--- src/iocs_pkg.sv ---
package iocs_pkg;
    localparam int NUM_CS = 4;
    // Control register fields.
    localparam int CTL_WAIT_HI = 7;
    localparam int CTL_WAIT_LO = 5;
    localparam int CTL_IO_BIT = 4;
    localparam int CTL_EN_BIT = 3;
    localparam logic [7:0] CTL_RESET = 8'h00;
    localparam logic [7:0] LBR_RESET = 8'h00;
    // Bus mode control per chip select: [1:0] mode, [2] multiplex, [7:4] clocks per state.
    localparam int BMC_MUX_BIT = 2;
    localparam int BMC_CPS_HI = 7;
    localparam int BMC_CPS_LO = 4;
    localparam logic [7:0] BMC_RESET = 8'h00;
    localparam logic [1:0] MODE_NATIVE = 2'h0;
    localparam logic [1:0] MODE_LEGACY3 = 2'h1;
    localparam logic [1:0] MODE_LATCH4 = 2'h2;
    localparam logic [3:0] CPS_MIN_LEGACY = 4'h1;
    localparam logic [3:0] CPS_MIN_LATCH = 4'h2;
    // On-chip peripheral I/O window.
    localparam logic [15:0] PERIPH_LO = 16'h0080;
    localparam logic [15:0] PERIPH_HI = 16'h00ff;
    typedef enum logic [2:0] {ST_IDLE, ST_T1, ST_T2, ST_T3, ST_T4, ST_WAIT} iocs_state_t;
endpackage
--- src/iocs_ctrl.sv ---
`timescale 1ns/1ps
// Functional notes
// I/O chip select only during I/O instructions.
// Compare only address bits 15 to 8.
// Enabled, I/O space, match, lowest number wins.
// Suppress select in on-chip peripheral range.
// Drive select, io strobe, read/write low.
// Per-select 3-bit wait count, zero to seven.
// Resume first clock after wait input released.
// Wait-driving peripherals need programmed wait states.
// Keep adding waits while wait input low.
// Bus hold request releases buses, grant low.
// Decode external address during hold, no internals.
// Per-select bus mode and clocks per state.
// Native mode passes processor signals through.
// Legacy read: address T1, strobes T2, latch T3.
// Legacy waits after T2 if wait early.
// Legacy write: address T1, strobes T2, T3 idle (the code keeps the write and io strobes low through T3).
// Legacy states last 1 to 15 clocks.
// Multiplexed option puts low address on data.
// Multiplexed option keeps low address on address.
// Latch strobe high start T1, low mid.
// Latch-strobe read asserts read and request T2.
// Latch-strobe read latches data at T4 start.
// Latch-strobe states last 2 to 15 clocks.
// Bit 4 selects I/O space, bit 3 enables.
// Bus mode register layout chosen consistently.
module iocs_ctrl (
    input wire logic core_clk,
    input wire logic reset_n,
    input wire logic [7:0] cs_control_reg [iocs_pkg::NUM_CS],
    input wire logic [7:0] cs_lower_bound [iocs_pkg::NUM_CS],
    input wire logic [7:0] cs_bus_mode_reg [iocs_pkg::NUM_CS],
    input wire logic cpu_io_req,
    input wire logic cpu_rd,
    input wire logic [23:0] cpu_addr,
    input wire logic [7:0] cpu_wdata,
    output logic cpu_stall,
    output logic [7:0] cpu_rdata,
    output logic cpu_rdata_valid,
    input wire logic wait_n,
    input wire logic bus_hold_request_n,
    output logic bus_hold_grant_n,
    output logic [3:0] cs_n,
    output logic io_request_strobe_n,
    output logic read_strobe_n,
    output logic write_strobe_n,
    output logic address_latch_strobe,
    output logic [23:0] addr_out,
    output logic addr_oe,
    input wire logic [23:0] addr_in,
    output logic [7:0] data_out,
    output logic data_oe,
    input wire logic [7:0] data_in,
    output logic internal_access_ok
);
    // ------------------------------------------------------------
    // Input synchronisers
    // ------------------------------------------------------------
    logic [1:0] sync1_r, sync2_r;
    logic [1:0] sync1_nxt;
    always_comb
    begin
        sync1_nxt = {wait_n, bus_hold_request_n};
    end
    always_ff @(posedge core_clk or negedge reset_n)
    begin
        if (!reset_n)
        begin
            sync1_r <= 2'h3;
            sync2_r <= 2'h3;
        end
        else
        begin
            sync1_r <= sync1_nxt;
            sync2_r <= sync1_r;
        end
    end
    logic wait_s_n, hold_s_n;
    assign wait_s_n = sync2_r[1];
    assign hold_s_n = sync2_r[0];

    // ------------------------------------------------------------
    // Chip select decode
    // ------------------------------------------------------------
    function automatic logic [4:0] iocs_decode(input logic [15:0] a, input logic [7:0] ctl [iocs_pkg::NUM_CS],
                                               input logic [7:0] lbr [iocs_pkg::NUM_CS]);
        logic [4:0] r;
        r = 5'h00;
        // Internal peripheral window wins over every external select.
        if (!(a >= iocs_pkg::PERIPH_LO && a <= iocs_pkg::PERIPH_HI))
        begin
            for (int i = iocs_pkg::NUM_CS - 1; i >= 0; i--)
            begin
                if (ctl[i][iocs_pkg::CTL_EN_BIT] && ctl[i][iocs_pkg::CTL_IO_BIT] && a[15:8] == lbr[i])
                begin
                    r = {1'b1, 2'(i), 2'h0};
                end
            end
        end
        return r;
    endfunction

    logic granted;
    assign granted = !bus_hold_grant_n;
    logic [4:0] cpu_hit, ext_hit;
    assign cpu_hit = iocs_decode(cpu_addr[15:0], cs_control_reg, cs_lower_bound);
    assign ext_hit = iocs_decode(addr_in[15:0], cs_control_reg, cs_lower_bound);
    assign internal_access_ok = !granted;

    // ------------------------------------------------------------
    // Bus cycle sequencer
    // ------------------------------------------------------------
    iocs_pkg::iocs_state_t st_r, st_nxt;
    logic [1:0] sel_r, sel_nxt;
    logic rd_r, rd_nxt;
    logic [23:0] addr_r, addr_nxt;
    logic [7:0] wdata_r, wdata_nxt;
    logic [3:0] cnt_r, cnt_nxt;
    logic [2:0] wcnt_r, wcnt_nxt;
    logic [1:0] mode_r, mode_nxt;
    logic mux_r, mux_nxt;
    logic [3:0] cps_r, cps_nxt;
    logic [7:0] rdata_r, rdata_nxt;
    logic rvalid_r, rvalid_nxt;
    logic grant_r, grant_nxt;
    logic [3:0] cps_eff;

    always_comb
    begin
        cps_eff = cs_bus_mode_reg[cpu_hit[3:2]][iocs_pkg::BMC_CPS_HI:iocs_pkg::BMC_CPS_LO];
        st_nxt = st_r;
        sel_nxt = sel_r;
        rd_nxt = rd_r;
        addr_nxt = addr_r;
        wdata_nxt = wdata_r;
        cnt_nxt = cnt_r;
        wcnt_nxt = wcnt_r;
        mode_nxt = mode_r;
        mux_nxt = mux_r;
        cps_nxt = cps_r;
        rdata_nxt = rdata_r;
        rvalid_nxt = 1'b0;
        grant_nxt = grant_r;
        case (st_r)
            iocs_pkg::ST_IDLE:
            begin
                grant_nxt = !hold_s_n;
                if (hold_s_n && !grant_r && cpu_io_req && cpu_hit[4])
                begin
                    st_nxt = iocs_pkg::ST_T1;
                    sel_nxt = cpu_hit[3:2];
                    rd_nxt = cpu_rd;
                    addr_nxt = cpu_addr;
                    wdata_nxt = cpu_wdata;
                    wcnt_nxt = cs_control_reg[cpu_hit[3:2]][iocs_pkg::CTL_WAIT_HI:iocs_pkg::CTL_WAIT_LO];
                    mode_nxt = cs_bus_mode_reg[cpu_hit[3:2]][1:0];
                    mux_nxt = cs_bus_mode_reg[cpu_hit[3:2]][iocs_pkg::BMC_MUX_BIT];
                    // Out-of-range state lengths are clamped to the mode minimum.
                    if (cs_bus_mode_reg[cpu_hit[3:2]][1:0] == iocs_pkg::MODE_LATCH4)
                        cps_nxt = (cps_eff < iocs_pkg::CPS_MIN_LATCH) ? iocs_pkg::CPS_MIN_LATCH : cps_eff;
                    else if (cs_bus_mode_reg[cpu_hit[3:2]][1:0] == iocs_pkg::MODE_LEGACY3)
                        cps_nxt = (cps_eff < iocs_pkg::CPS_MIN_LEGACY) ? iocs_pkg::CPS_MIN_LEGACY : cps_eff;
                    else
                        cps_nxt = iocs_pkg::CPS_MIN_LEGACY;
                    cnt_nxt = 4'h1;
                end
            end
            iocs_pkg::ST_T1, iocs_pkg::ST_T2, iocs_pkg::ST_T3, iocs_pkg::ST_T4:
            begin
                cnt_nxt = 4'(cnt_r + 4'h1);
                if (cnt_r >= cps_r)
                begin
                    cnt_nxt = 4'h1;
                    case (st_r)
                        iocs_pkg::ST_T1: st_nxt = (mode_r == iocs_pkg::MODE_NATIVE) ? iocs_pkg::ST_WAIT
                                                                               : iocs_pkg::ST_T2;
                        iocs_pkg::ST_T2: st_nxt = iocs_pkg::ST_WAIT;
                        iocs_pkg::ST_T3:
                        begin
                            if (mode_r == iocs_pkg::MODE_LATCH4)
                                st_nxt = iocs_pkg::ST_T4;
                            else
                            begin
                                st_nxt = iocs_pkg::ST_IDLE;
                                rvalid_nxt = rd_r;
                                rdata_nxt = data_in;
                            end
                        end
                        default:
                        begin
                            st_nxt = iocs_pkg::ST_IDLE;
                        end
                    endcase
                    if (st_r == iocs_pkg::ST_T3 && mode_r == iocs_pkg::MODE_LATCH4)
                    begin
                        rvalid_nxt = rd_r;
                        rdata_nxt = data_in;
                    end
                end
            end
            iocs_pkg::ST_WAIT:
            begin
                // Programmed waits first, then extend while the sampled wait input is low.
                if (wcnt_r != 3'h0)
                    wcnt_nxt = 3'(wcnt_r - 3'h1);
                else if (wait_s_n)
                begin
                    if (mode_r == iocs_pkg::MODE_NATIVE)
                    begin
                        st_nxt = iocs_pkg::ST_IDLE;
                        rvalid_nxt = rd_r;
                        rdata_nxt = data_in;
                    end
                    else
                    begin
                        st_nxt = iocs_pkg::ST_T3;
                        cnt_nxt = 4'h1;
                    end
                end
            end
            default:
            begin
                st_nxt = iocs_pkg::ST_IDLE;
            end
        endcase
    end

    always_ff @(posedge core_clk or negedge reset_n)
    begin
        if (!reset_n)
        begin
            st_r <= iocs_pkg::ST_IDLE;
            sel_r <= 2'h0;
            rd_r <= 1'b0;
            addr_r <= 24'h000000;
            wdata_r <= 8'h00;
            cnt_r <= 4'h1;
            wcnt_r <= 3'h0;
            mode_r <= iocs_pkg::MODE_NATIVE;
            mux_r <= 1'b0;
            cps_r <= iocs_pkg::CPS_MIN_LEGACY;
            rdata_r <= 8'h00;
            rvalid_r <= 1'b0;
            grant_r <= 1'b0;
        end
        else
        begin
            st_r <= st_nxt;
            sel_r <= sel_nxt;
            rd_r <= rd_nxt;
            addr_r <= addr_nxt;
            wdata_r <= wdata_nxt;
            cnt_r <= cnt_nxt;
            wcnt_r <= wcnt_nxt;
            mode_r <= mode_nxt;
            mux_r <= mux_nxt;
            cps_r <= cps_nxt;
            rdata_r <= rdata_nxt;
            rvalid_r <= rvalid_nxt;
            grant_r <= grant_nxt;
        end
    end

    // ------------------------------------------------------------
    // Pin drive
    // ------------------------------------------------------------
    logic active, strobe_on, t1_first_half;
    assign active = st_r != iocs_pkg::ST_IDLE;
    assign strobe_on = (mode_r == iocs_pkg::MODE_NATIVE) ? active
                     : (st_r == iocs_pkg::ST_T2 || st_r == iocs_pkg::ST_WAIT || st_r == iocs_pkg::ST_T3);
    assign t1_first_half = st_r == iocs_pkg::ST_T1 && cnt_r <= (cps_r >> 1);

    assign bus_hold_grant_n = !grant_r;
    assign cpu_stall = active || granted;
    assign cpu_rdata = rdata_r;
    assign cpu_rdata_valid = rvalid_r;
    always_comb
    begin
        cs_n = 4'hf;
        if (active)
            cs_n[sel_r] = 1'b0;
        else if (granted && ext_hit[4])
            cs_n[ext_hit[3:2]] = 1'b0;
    end
    assign io_request_strobe_n = !(active && strobe_on);
    assign read_strobe_n = !(active && strobe_on && rd_r);
    assign write_strobe_n = !(active && strobe_on && !rd_r);
    assign address_latch_strobe = mode_r == iocs_pkg::MODE_LATCH4 && t1_first_half;
    assign addr_out = addr_r;
    assign addr_oe = !granted;
    assign data_out = (mode_r == iocs_pkg::MODE_LATCH4 && mux_r && st_r == iocs_pkg::ST_T1) ? addr_r[7:0]
                                                                                            : wdata_r;
    assign data_oe = !granted && active && (!rd_r || (mode_r == iocs_pkg::MODE_LATCH4 && mux_r
                                                      && st_r == iocs_pkg::ST_T1));

    // ------------------------------------------------------------
    // Assertions
    // ------------------------------------------------------------
    a_periph_suppress: assert property (@(posedge core_clk) disable iff (!reset_n)
        (cpu_addr[15:0] >= iocs_pkg::PERIPH_LO && cpu_addr[15:0] <= iocs_pkg::PERIPH_HI) |-> !cpu_hit[4])
        else $error("select decoded in peripheral range");
    a_strobe_with_cs: assert property (@(posedge core_clk) disable iff (!reset_n)
        !io_request_strobe_n |-> cs_n != 4'hf)
        else $error("io strobe without chip select");
    a_grant_release: assert property (@(posedge core_clk) disable iff (!reset_n)
        !bus_hold_grant_n |-> !addr_oe && !data_oe)
        else $error("bus driven while granted");
    a_wait_hold: assert property (@(posedge core_clk) disable iff (!reset_n)
        st_r == iocs_pkg::ST_WAIT && wcnt_r == 3'h0 && !wait_s_n |=> st_r == iocs_pkg::ST_WAIT)
        else $error("wait input ignored");
    a_wait_resume: assert property (@(posedge core_clk) disable iff (!reset_n)
        st_r == iocs_pkg::ST_WAIT && wcnt_r == 3'h0 && wait_s_n |=> st_r != iocs_pkg::ST_WAIT)
        else $error("no resume after wait release");
    a_prog_waits: assert property (@(posedge core_clk) disable iff (!reset_n)
        st_r == iocs_pkg::ST_WAIT && wcnt_r == 3'h2
        |=> st_r == iocs_pkg::ST_WAIT ##1 st_r == iocs_pkg::ST_WAIT)
        else $error("programmed waits cut short");
    a_legacy_t1: assert property (@(posedge core_clk) disable iff (!reset_n)
        st_r == iocs_pkg::ST_T1 && mode_r == iocs_pkg::MODE_LEGACY3 |-> read_strobe_n && write_strobe_n)
        else $error("strobe in legacy T1");
    a_latch_min: assert property (@(posedge core_clk) disable iff (!reset_n)
        $rose(st_r == iocs_pkg::ST_T2) && mode_r == iocs_pkg::MODE_LATCH4 |-> $past(cnt_r) >= 4'h2)
        else $error("latch state shorter than two clocks");
    a_ale_start: assert property (@(posedge core_clk) disable iff (!reset_n)
        $rose(st_r == iocs_pkg::ST_T1) && mode_r == iocs_pkg::MODE_LATCH4 |-> address_latch_strobe)
        else $error("latch strobe not high at T1 start");
    c_legacy_read: cover property (@(posedge core_clk) disable iff (!reset_n)
        mode_r == iocs_pkg::MODE_LEGACY3 && rvalid_r);
    c_latch_mux: cover property (@(posedge core_clk) disable iff (!reset_n)
        mux_r && st_r == iocs_pkg::ST_T4);
    c_ext_wait: cover property (@(posedge core_clk) disable iff (!reset_n)
        st_r == iocs_pkg::ST_WAIT && !wait_s_n);
    c_hold_decode: cover property (@(posedge core_clk) disable iff (!reset_n)
        granted && cs_n != 4'hf);
endmodule

--- config.mk ---
export PLATFORM = sky130hd
export DESIGN_NAME = iocs_ctrl
export DESIGN_NICKNAME = d
export VERILOG_FILES = /design/src/iocs_pkg.sv /design/src/iocs_ctrl.sv
export SDC_FILE = /design/constraint.sdc
export NUM_CORES = 1
export LEC_CHECK = 0
export BUFFER_PORTS_ARGS = -buffer_cell sky130_fd_sc_hd__buf_4
export CAP_MARGIN = 5
export CORE_UTILIZATION = 30
export DETAILED_ROUTE_END_ITERATION = 6
export GPL_TIMING_DRIVEN = 0
export SLEW_MARGIN = 30
export SYNTH_ARGS = -nofsm -noshare
export SYNTH_HDL_FRONTEND = slang
export SYNTH_SLANG_ARGS = --single-unit
--- constraint.sdc ---
create_clock -name core_clk -period 3 [get_ports core_clk]
set_input_delay 0.6 -clock core_clk [delete_from_list [all_inputs] [get_ports core_clk]]
set_output_delay 0.6 -clock core_clk [all_outputs]
set_load 0.01 [all_outputs]
-- Word level (Yosys, flattened, before mapping)
Index checks and enable logic that the tools add are counted.
- register bits after elaboration: 66
- bits in latches: 0
- memory bits (writable): 0
- bits in read-only memories: 0
- word-level logic and storage cells: 173
- memories: 0
- add/subtract/negate cells: 2
- $mul: 0
- divide/modulo/power cells: 0
- magnitude comparators: 13
- eq/ne operators: 25
- shift operators: 0
- multiplexer cells: 62
- bitwise operators: 3
- reductions and logical operators: 53
- operator list (cell ; number):
    8-bit 2-to-1 mux ; 12
    8-bit equality test ; 8
    5-bit 2-to-1 mux ; 10
    4-bit 2-to-1 mux ; 11
    8-bit binary-select mux with 2-bit select ; 2
    16-bit by 8-bit greater-or-equal comparator with 1-bit output, second input constant ; 2
    16-bit by 8-bit <= comparator with 1-bit output, second input constant ; 2
    1-bit logical AND ; 30
    3-bit 2-to-1 mux ; 8
    3-bit case mux with 3 select lines ; 2
    8-bit case mux with 2 select lines ; 1
    2-bit != test, second input constant ; 7
    4-bit case mux with 3 select lines ; 1
    1-bit 2-to-1 mux ; 10
    3-bit nonzero test ; 3
    4-bit inverter ; 2
    7-bit AND reduction ; 1
    3-bit by 2-bit equality test with 1-bit output, second input constant ; 2
    3-bit equality test, second input constant ; 2
    1-bit zero test ; 6
    2-bit by 3-bit < comparator with 1-bit output, second input constant ; 2
    3-bit != test, second input constant ; 2
    3-bit case mux with 2 select lines ; 1
    5-bit AND reduction ; 1
    other kinds (23) ; 30

-- Longest topological paths before layout
Gate-level depths: netlist of the first run.
- depth after elaboration: 15
- depth in mapped cells: 12
- gate-level depth less buffers: 11

-- Worst setup path after synthesis of the first run
Ideal clock, no wire load.
- path kind: in2reg
- start: input cpu_addr[11]
- end: register cps_r[0]
- setup time: 0.081 ns
- arrival: 2.701 ns
- path slack: 0.218 ns
- stages: 11
- buffers on the path: 2
- cell sequence: buf_6 > xor2_1 > nor4_1 > nand3_2 > a21bo_4 > nand3_4 > buf_6 > mux2i_1 > mux2i_1 > or4_1 > a32oi_1
- longest elaborated chain between the ends: 15
- elaborated cells between the ends (all ways): 30
- those cells by class: order compare (4); eq/ne (6); mux (12); bitwise (1); reduce/logical (7)
- ends and longest elaborated chain (element ; RTL line ; source):
    start, declared ; iocs_ctrl.sv:36 ; input wire logic [23:0] cpu_addr,
    8-bit equality test ; iocs_ctrl.sv:95 ; if (ctl[i][iocs_pkg::CTL_EN_BIT] && ctl[i][iocs_pkg::CTL_IO_BIT] && a[15:8] == lbr[i])
    1-bit logical AND ; iocs_ctrl.sv:95 ;
    5-bit 2-to-1 mux (4 in a row) ; iocs_ctrl.sv:95 ;
    5-bit 2-to-1 mux (*) ; iocs_ctrl.sv:91 ; if (!(a >= iocs_pkg::PERIPH_LO && a <= iocs_pkg::PERIPH_HI))
    2-bit inverter with 3-bit output (implied by the code) ; iocs_ctrl.sv:131, iocs_ctrl.sv:160, iocs_ctrl.sv:162 ;
    8-bit binary-select mux with 2-bit select ; iocs_ctrl.sv:131, iocs_ctrl.sv:160, iocs_ctrl.sv:162 ;
    8-bit 2-to-1 mux (implied by the code) (2 in a row) ; iocs_ctrl.sv:160, iocs_ctrl.sv:162 ;
    4-bit by 1-bit < comparator with 1-bit output ; iocs_ctrl.sv:163 ; cps_nxt = (cps_eff < iocs_pkg::CPS_MIN_LEGACY) ? iocs_pkg::CPS_MIN_LEGACY : cps_eff;
    4-bit 2-to-1 mux ; iocs_ctrl.sv:163 ;
    4-bit 2-to-1 mux ; iocs_ctrl.sv:162 ; else if (cs_bus_mode_reg[cpu_hit[3:2]][1:0] == iocs_pkg::MODE_LEGACY3)
    4-bit 2-to-1 mux ; iocs_ctrl.sv:160 ; if (cs_bus_mode_reg[cpu_hit[3:2]][1:0] == iocs_pkg::MODE_LATCH4)
    end signal, assigned ; iocs_ctrl.sv:242 ; cps_r <= iocs_pkg::CPS_MIN_LEGACY;
    end signal, assigned ; iocs_ctrl.sv:258 ; cps_r <= cps_nxt;
    end, declared ; iocs_ctrl.sv:123 ; logic [3:0] cps_r, cps_nxt;
Every way passes the cells marked *; elsewhere a longest branch is shown, timed or not. The select of a mux whose other input is x is not followed.
A chain may end at the register's enable or synchronous reset.

-- Final worst setup path of the first run
- start: input cs_lower_bound[11] in the netlist's numbering
- end: register cps_r[0]
- longest elaborated chain between the ends: 14
- elaborated cells between the ends (all ways): 20
- those cells by class: order compare (2); eq/ne (3); mux (11); bitwise (1); reduce/logical (3)
- ends and longest elaborated chain (element ; RTL line ; source):
    start, declared ; iocs_ctrl.sv:32 ; input wire logic [7:0] cs_lower_bound [iocs_pkg::NUM_CS],
    8-bit equality test (*) ; iocs_ctrl.sv:95 ;
    1-bit logical AND (*) ; iocs_ctrl.sv:95 ;
    5-bit 2-to-1 mux (*) (3 in a row) ; iocs_ctrl.sv:95 ;
    5-bit 2-to-1 mux (*) ; iocs_ctrl.sv:91 ;
    2-bit inverter with 3-bit output (implied by the code) ; iocs_ctrl.sv:131, iocs_ctrl.sv:160, iocs_ctrl.sv:162 ;
    8-bit binary-select mux with 2-bit select ; iocs_ctrl.sv:131, iocs_ctrl.sv:160, iocs_ctrl.sv:162 ;
    8-bit 2-to-1 mux (implied by the code) (2 in a row) ; iocs_ctrl.sv:160, iocs_ctrl.sv:162 ;
    4-bit by 1-bit < comparator with 1-bit output ; iocs_ctrl.sv:163 ;
    4-bit 2-to-1 mux ; iocs_ctrl.sv:163 ;
    4-bit 2-to-1 mux ; iocs_ctrl.sv:162 ;
    4-bit 2-to-1 mux ; iocs_ctrl.sv:160 ;
Marked as above.

==> qor.yml, run 1 <==
ioPinCount: 220
drc: 0
ir_worst_vdd_uv: 371.7
required_ps: 3260
clock_sinks: 66
hold_path_class: "reg2reg"
dp_hpwl_mm: 10.72
grt_overflow: 0
p_switching_uw: 1108
period_minus_slack_ps: 2871
crit_type: "in2reg"
grt_usage_pct: 18.13
clk_pin_slew_ps: 60
power.leakage_uw: 0.003186
tightest_slew_ps: 860.8
drtIter0Drc: 124
final_common_cell: "buf_4"
ys_ff_latch: 66
dr.pass1.iters: 5
arrival_ps: 3130
final_nets: 792
areaGrowthSynthToFinish_pct: 42.06
rows: 44
finalMaxSlewViolations: 0
wire_per_inst_um: 17.00
fp.dieW_um: 124.5
portBuffers: 172
postCtsHoldBufs: 0
syn_area_per_cell_sq_um: 10.34
gp_congestion: 0.8591
hold_viol: 0
syn_area_sq_um: 4498
finalCritPeriodShare_pct: 95.68
synthAdderAreaFrac_pct: 2.782
core_sq_um: 14590
setup_violations: 0
synth_xor_area_share_pct: 13.74
ys_top_cells_by_area: "dfrtp_1 33%, mux2_2 12%, xnor2_1 6.4%, xor2_1 6.2%, mux2i_1 4.9%"
ant_nets: 0
cp_max_fo: 10
combinationalPowerShare_pct: 35.5
yosys_warnings: 0
ys_seq_area_share_pct: 36.88
clkPwrFrac_pct: 32.8
maxSlewHeadroom_pct: 42.62
cts_made_buffers: 9
final_cell_mix: "177 x buf_4, 60 x dfrtp_1, 49 x mux2_2"
yosys_most_used_dff: "dfrtp_1"
cp-start-kind: "input port"
synth_top_area_cell: "dfrtp_1"
die-height_um: 124.5
antenna_found_initial: 0
holdWs_ps: 354.8
p_total_uw: 3516
routed_via_density: 4.867
yosysUniqueCellTypes: 56
drv_cap: 0
grt_pass1_vias: 4244
syn_nets: 611
clk_latency_ps: 340
power_density_nw_per_um2: 550.2
pwr-share-seq_pct: 31.8
drive_gt1_share_pct: 47.18
async_reset_ff_share_pct: 100.0
vias: 3918
finalNonFillerCells: 805
floorplan.initialDensity_pct: 30.83
drt-total-wl_mm: 13.68
tns_ps: 0
syn_inst: 435
cts_tree: "done"
clock_skew_ps: 5.971
rsz0062_at_grt: "false"
synth_top_cell_area_share_pct: 33.38
synth_top_family_by_area: "multiplexers"
p_int_uw: 2408
synthSimpleGateAreaFrac_pct: 14.63
fin_util_pct: 43.80
cts_buffer_depth: 2
muxShareOfSynthArea_pct: 17.91
die-area_sq_um: 15490
status: "finished, final reports clean"
endpoint_kind: "flop"
fmax_ghz: 0.3484
synth-compound-area-share_pct: 8.929
sw_frac_of_total_pct: 31.52
dpl.cell_count: 791
grt_pass1_wl_mm: 22.09
n_antenna_cell: 0
cts_root_buf: "clkbuf_16"
grt_max_degree: 67
htreeDepth: 3
synth-edff-count: 0
==> logic make-up (layout without fill, tap and decap cells) <==
family | after synthesis | after routing
compound gates | 60 | 60
xor+xnor | 68 | 68
fa+ha+maj | 10 | 10
buf+inv | 43 | 229
flops | 66 | 66
mux | 74 | 74
simple gates | 114 | 114
==> per-layer routing <==
layer	track usage, %	vias to the layer above	wire, um	share of wire (%)
li1	-	1888	-	-
met4	4.890	0	152	1.1
met3	5.369	10	833	6.1
met2	32.43	124	7003	51
met5	0	-	0	0
met1	20.81	1896	5692	42
==> stage by stage <==
stage / cell area [sq um] / setup slack (ps)
floorplan: 4498 / 218.4
global placement: 6020 / -196.0
detailed placement: 6025 / -186.2
CTS: 6367 / 6.672
global route: 6390 / 16.65
finish: 6390 / 129.5
==> synth_stat cells (all sizes together) (12+ instances only) <==
library cell / instances
clkbuf: 13
xnor2: 36
nor2: 13
a21oi: 13
xor2: 32
nor3: 12
inv: 12
nand3: 15
buf: 18
mux2i: 22
o21ai: 19
nand2: 34
dfrtp: 60
mux2: 52
==> repair_timing <==
action                                 in CTS  in global routing
setup buffers                               0                  0
endpoints found under the hold margin       0                  0
setup endpoints to repair                   3                 20
gates resized for setup                     5                  8
pin swaps                                   0                  0
==> power groups by stage <==
stage / Combinational (uW) / Sequential (uW) / Clock [uW]
5_1_grt: 1370 / 1140 / 1230
6_report: 1250 / 1120 / 1150
2_1_floorplan: 706 / 1130 / 0
3_3_place_gp: 1210 / 1100 / 0
3_5_place_dp: 1250 / 1110 / 0
4_1_cts: 1280 / 1100 / 1190
==> state kept, by name, indices dropped and copies added, names as in the netlist, 3 cells and up <==
name and cells:
addr_out 24, cnt_r 4, cps_r 4, cpu_rdata 8, st_r 3, wcnt_r 3
wdata_r 8
==> critical path, stage by stage <==
cell and delay (ps):
buf_4 120, xor2_1 150, nor4_1 450, nand3_2 200
a21bo_4 270, nand3_4 140, buf_6 180, mux2i_1 240
mux2i_1 90, or4_1 470, a32oi_1 210
==> cell type report <==
type / instances / area, sq um
fillers: 1400 / 8199
multi-input cells: 326 / 2651
flip-flops and latches: 66 / 1659
repair buffers: 172 / 1291
clock buffers: 12 / 256.5
well taps: 184 / 230.2
plain buffers: 29 / 182.7
clock inverters: 4 / 73.82
inverters: 12 / 45.04
==> final timing paths <==
path / slack (ps) / from / endpoint / cells past startpoint
max: 130 / cs_lower_bound[11] / cps_r[0]$_DFFE_PN1P_ / 11
min: 350 / sync1_r[0]$_DFF_PN1_ / sync2_r[0]$_DFF_PN1_ / 0
max reg2reg: 270 / cnt_r[0]$_DFFE_PN1P_ / cpu_rdata[2]$_DFFE_PN0P_ / 9
min reg2reg: 350 / sync1_r[0]$_DFF_PN1_ / sync2_r[0]$_DFF_PN1_ / 0
max in group asynchronous: 2060 / reset_n / addr_out[22]$_DFFE_PN0P_ / 1
min in group asynchronous: 370 / reset_n / mode_r[0]$_DFFE_PN0P_ / 1
Power figures use the tool's default switching activity.
==> run 2: changes to the inputs <==
--- a/config.mk
+++ b/config.mk
@@ -7,9 +7,11 @@
 export LEC_CHECK = 0
 export BUFFER_PORTS_ARGS = -buffer_cell sky130_fd_sc_hd__buf_4
 export CAP_MARGIN = 5
-export CORE_UTILIZATION = 30
+export CORE_UTILIZATION = 47
 export DETAILED_ROUTE_END_ITERATION = 6
 export GPL_TIMING_DRIVEN = 0
+export PLACE_DENSITY = 0.81
+export REMOVE_ABC_BUFFERS = 1
 export SLEW_MARGIN = 30
 export SYNTH_ARGS = -nofsm -noshare
 export SYNTH_HDL_FRONTEND = slang
==> run 2 against run 1 <==
Non-clock buffer count shrank 13. Critical path type is now in2out. Worst hold slack got worse by 4.1 ps. Fmax down 0.51%. Final area fell by 3.3%. Largest power group unchanged.
==> qor.yml, run 2 (synthesis gave the netlist of run 1 again) <==
cp-start-kind: "input port"
core_sq_um: 9240
regArea_sq_um: 1660
wire_per_inst_um: 16.62
ff2ff_path_depth: 9
top_usage_layer: "met2"
maxSlewHeadroom_pct: 45.31
grt_overflow: 0
final_nets: 780
clk_latency_ps: 330
max_stage_delay_ps: 310
n_antenna_cell: 0
status: "finished, final reports clean"
grtUsageMet3_pct: 4.944
vias: 3967
drc: 0
clkPwrFrac_pct: 26.3
use_met1_pct: 29.88
rows: 35
finalCritPeriodShare_pct: 96.17
r2r_start: "cnt_r[0]$_DFFE_PN1P_"
power.leakage_uw: 0.003107
tightest_slew_ps: 820.4
routed_via_density: 5.375
fill_cells: 718
floorplan.initialDensity_pct: 48.68
cts_made_buffers: 9
arrival_ps: 2290
met2_usage_pct: 42.55
rsz0062_at_grt: "false"
die-area_sq_um: 9966
final_cell_mix: "188 x buf_4, 59 x dfrtp_1, 49 x mux2_2"
fin_util_pct: 66.89
grt_pass1_vias: 4016
clock_skew_ps: 7.931
post-cts-setup-buffers: 0
ir_worst_vdd_uv: 457.4
grt_usage_pct: 24.49
die-height_um: 99.83
combinationalPowerShare_pct: 38.1
cp_slowest_cell: "nor4_1"
ant_nets: 0
areaGrowthSynthToFinish_pct: 37.41
cts_tree: "done"
htreeDepth: 3
timing.rr.end: "cpu_rdata[0]$_DFFE_PN0P_"
power_density_nw_per_um2: 516.4
grt_max_degree: 67
p_switching_uw: 1075
drv_cap: 0
largest_reg_flops: 24
setup_ws_ps: 114.9
final_common_cell: "buf_4"
drtIter0Drc: 181
dp_hpwl_mm: 9.200
rrSetupSlack_ps: 220
path_cells: "buf_4 > xor2_1 > nor4_1 > nand4_1 > nor4_2 > nor2b_1 > nor2b_1 > a32oi_1 > buf_4"
dr.pass1.iters: 5
portBuffers: 188
sw_frac_of_total_pct: 33.69
endpoint_kind: "output port"
p_int_uw: 2116
pwr-share-seq_pct: 35.5
cts_buffer_depth: 2
clk_pin_slew_ps: 80
hold_path_class: "in2async"
hold_viol: 0
multi_input_area_sq_um: 2675
cts_root_buf: "clkbuf_8"
clock_sinks: 66
gp_congestion: 0.9180
finalMaxSlewViolations: 0
required_ps: 2400
cp_max_fo: 5
antenna_found_initial: 0
fmax_ghz: 0.3466
grt_pass1_wl_mm: 18.97
pre_cts_slack_ps: -678.2
crit_type: "in2out"
period_minus_slack_ps: 2885
ioPinCount: 220
fp.dieW_um: 99.83
drt-total-wl_mm: 12.27
drive_gt1_share_pct: 48.28
setup_violations: 0
==> run 2: cell types whose count changed in the layout (fill, tap and decap cells not counted), moves of 4 or more <==
cell	change
clkbuf_8	+8
clkbuf_16	-9
clkbuf_1	-8
buf_2	-4
clkbuf_2	-4
buf_6	-6
buf_4	+11
==> run 2: power by group through the flow <==
stage / Sequential [uW] / Combinational, uW / Clock (uW)
2_1_floorplan: 1150 / 627 / 0
5_1_grt: 1150 / 1340 / 891
3_3_place_gp: 1130 / 1130 / 0
6_report: 1130 / 1220 / 840
3_5_place_dp: 1140 / 1190 / 0
4_1_cts: 1130 / 1210 / 854
==> run 2: through the flow <==
| stage | cell area [sq um] | hold WS (ps) | total power, uW | std cells | TNS, ps |
|---|---|---|---|---|---|
| after floorplan | 4313 | 304.4 | 1775 | 404 | -125.7 |
| after global placement | 5886 | 346.0 | 2260 | 721 | -17180 |
| after detailed placement | 5898 | 346.8 | 2336 | 721 | -2474 |
| after CTS | 6150 | 345.9 | 3190 | 737 | 0 |
| after global routing | 6181 | 346.7 | 3389 | 738 | 0 |
| final | 6181 | 350.7 | 3192 | 738 | 0 |
==> run 2: critical path: cells and delay by family <==
kind            cells  cell delay (ps)
compound gates      1              180
buf+inv             2              300
simple gates        5             1040
xor+xnor            1              160
==> run 2: routing by layer <==
metal / wire, um / vias up
met2: 6315 / 132
met5: 0 / -
met4: 276 / 0
met3: 759 / 21
li1: - / 1874
met1: 4914 / 1940
==> run 2: how the worst max path moves through the flow <==
stage / start / to / slack [ps]
6_report: addr_in[15] / cs_n[3] / 110
3_5_place_dp: cpu_addr[15] / cps_r[0]$_DFFE_PN1P_ / -680
4_1_cts: cpu_addr[15] / cps_r[0]$_DFFE_PN1P_ / 30
5_1_grt: cpu_addr[10] / cps_r[0]$_DFFE_PN1P_ / 4
2_1_floorplan: cs_lower_bound[7] / cps_r[0]$_DFFE_PN1P_ / -130
3_3_place_gp: cpu_addr[11] / cps_r[0]$_DFFE_PN1P_ / -650
==> run 2: final cells by class <==
type | count | area share, %
clock buffer | 10 | 2.227
clock inverter | 6 | 1.457
inverter | 12 | 0.7287
multi-input combinational | 327 | 43.28
sequential | 66 | 26.86
tap | 129 | 2.611
timing repair buffer | 188 | 22.83
==> run 2: what timing repair did <==
action / CTS / global route
pin swaps: 0 / 4
gates cloned: 0 / 1
hold buffers: 0 / 0
endpoints found under the setup margin: 10 / 15
gates resized for setup: 4 / 5
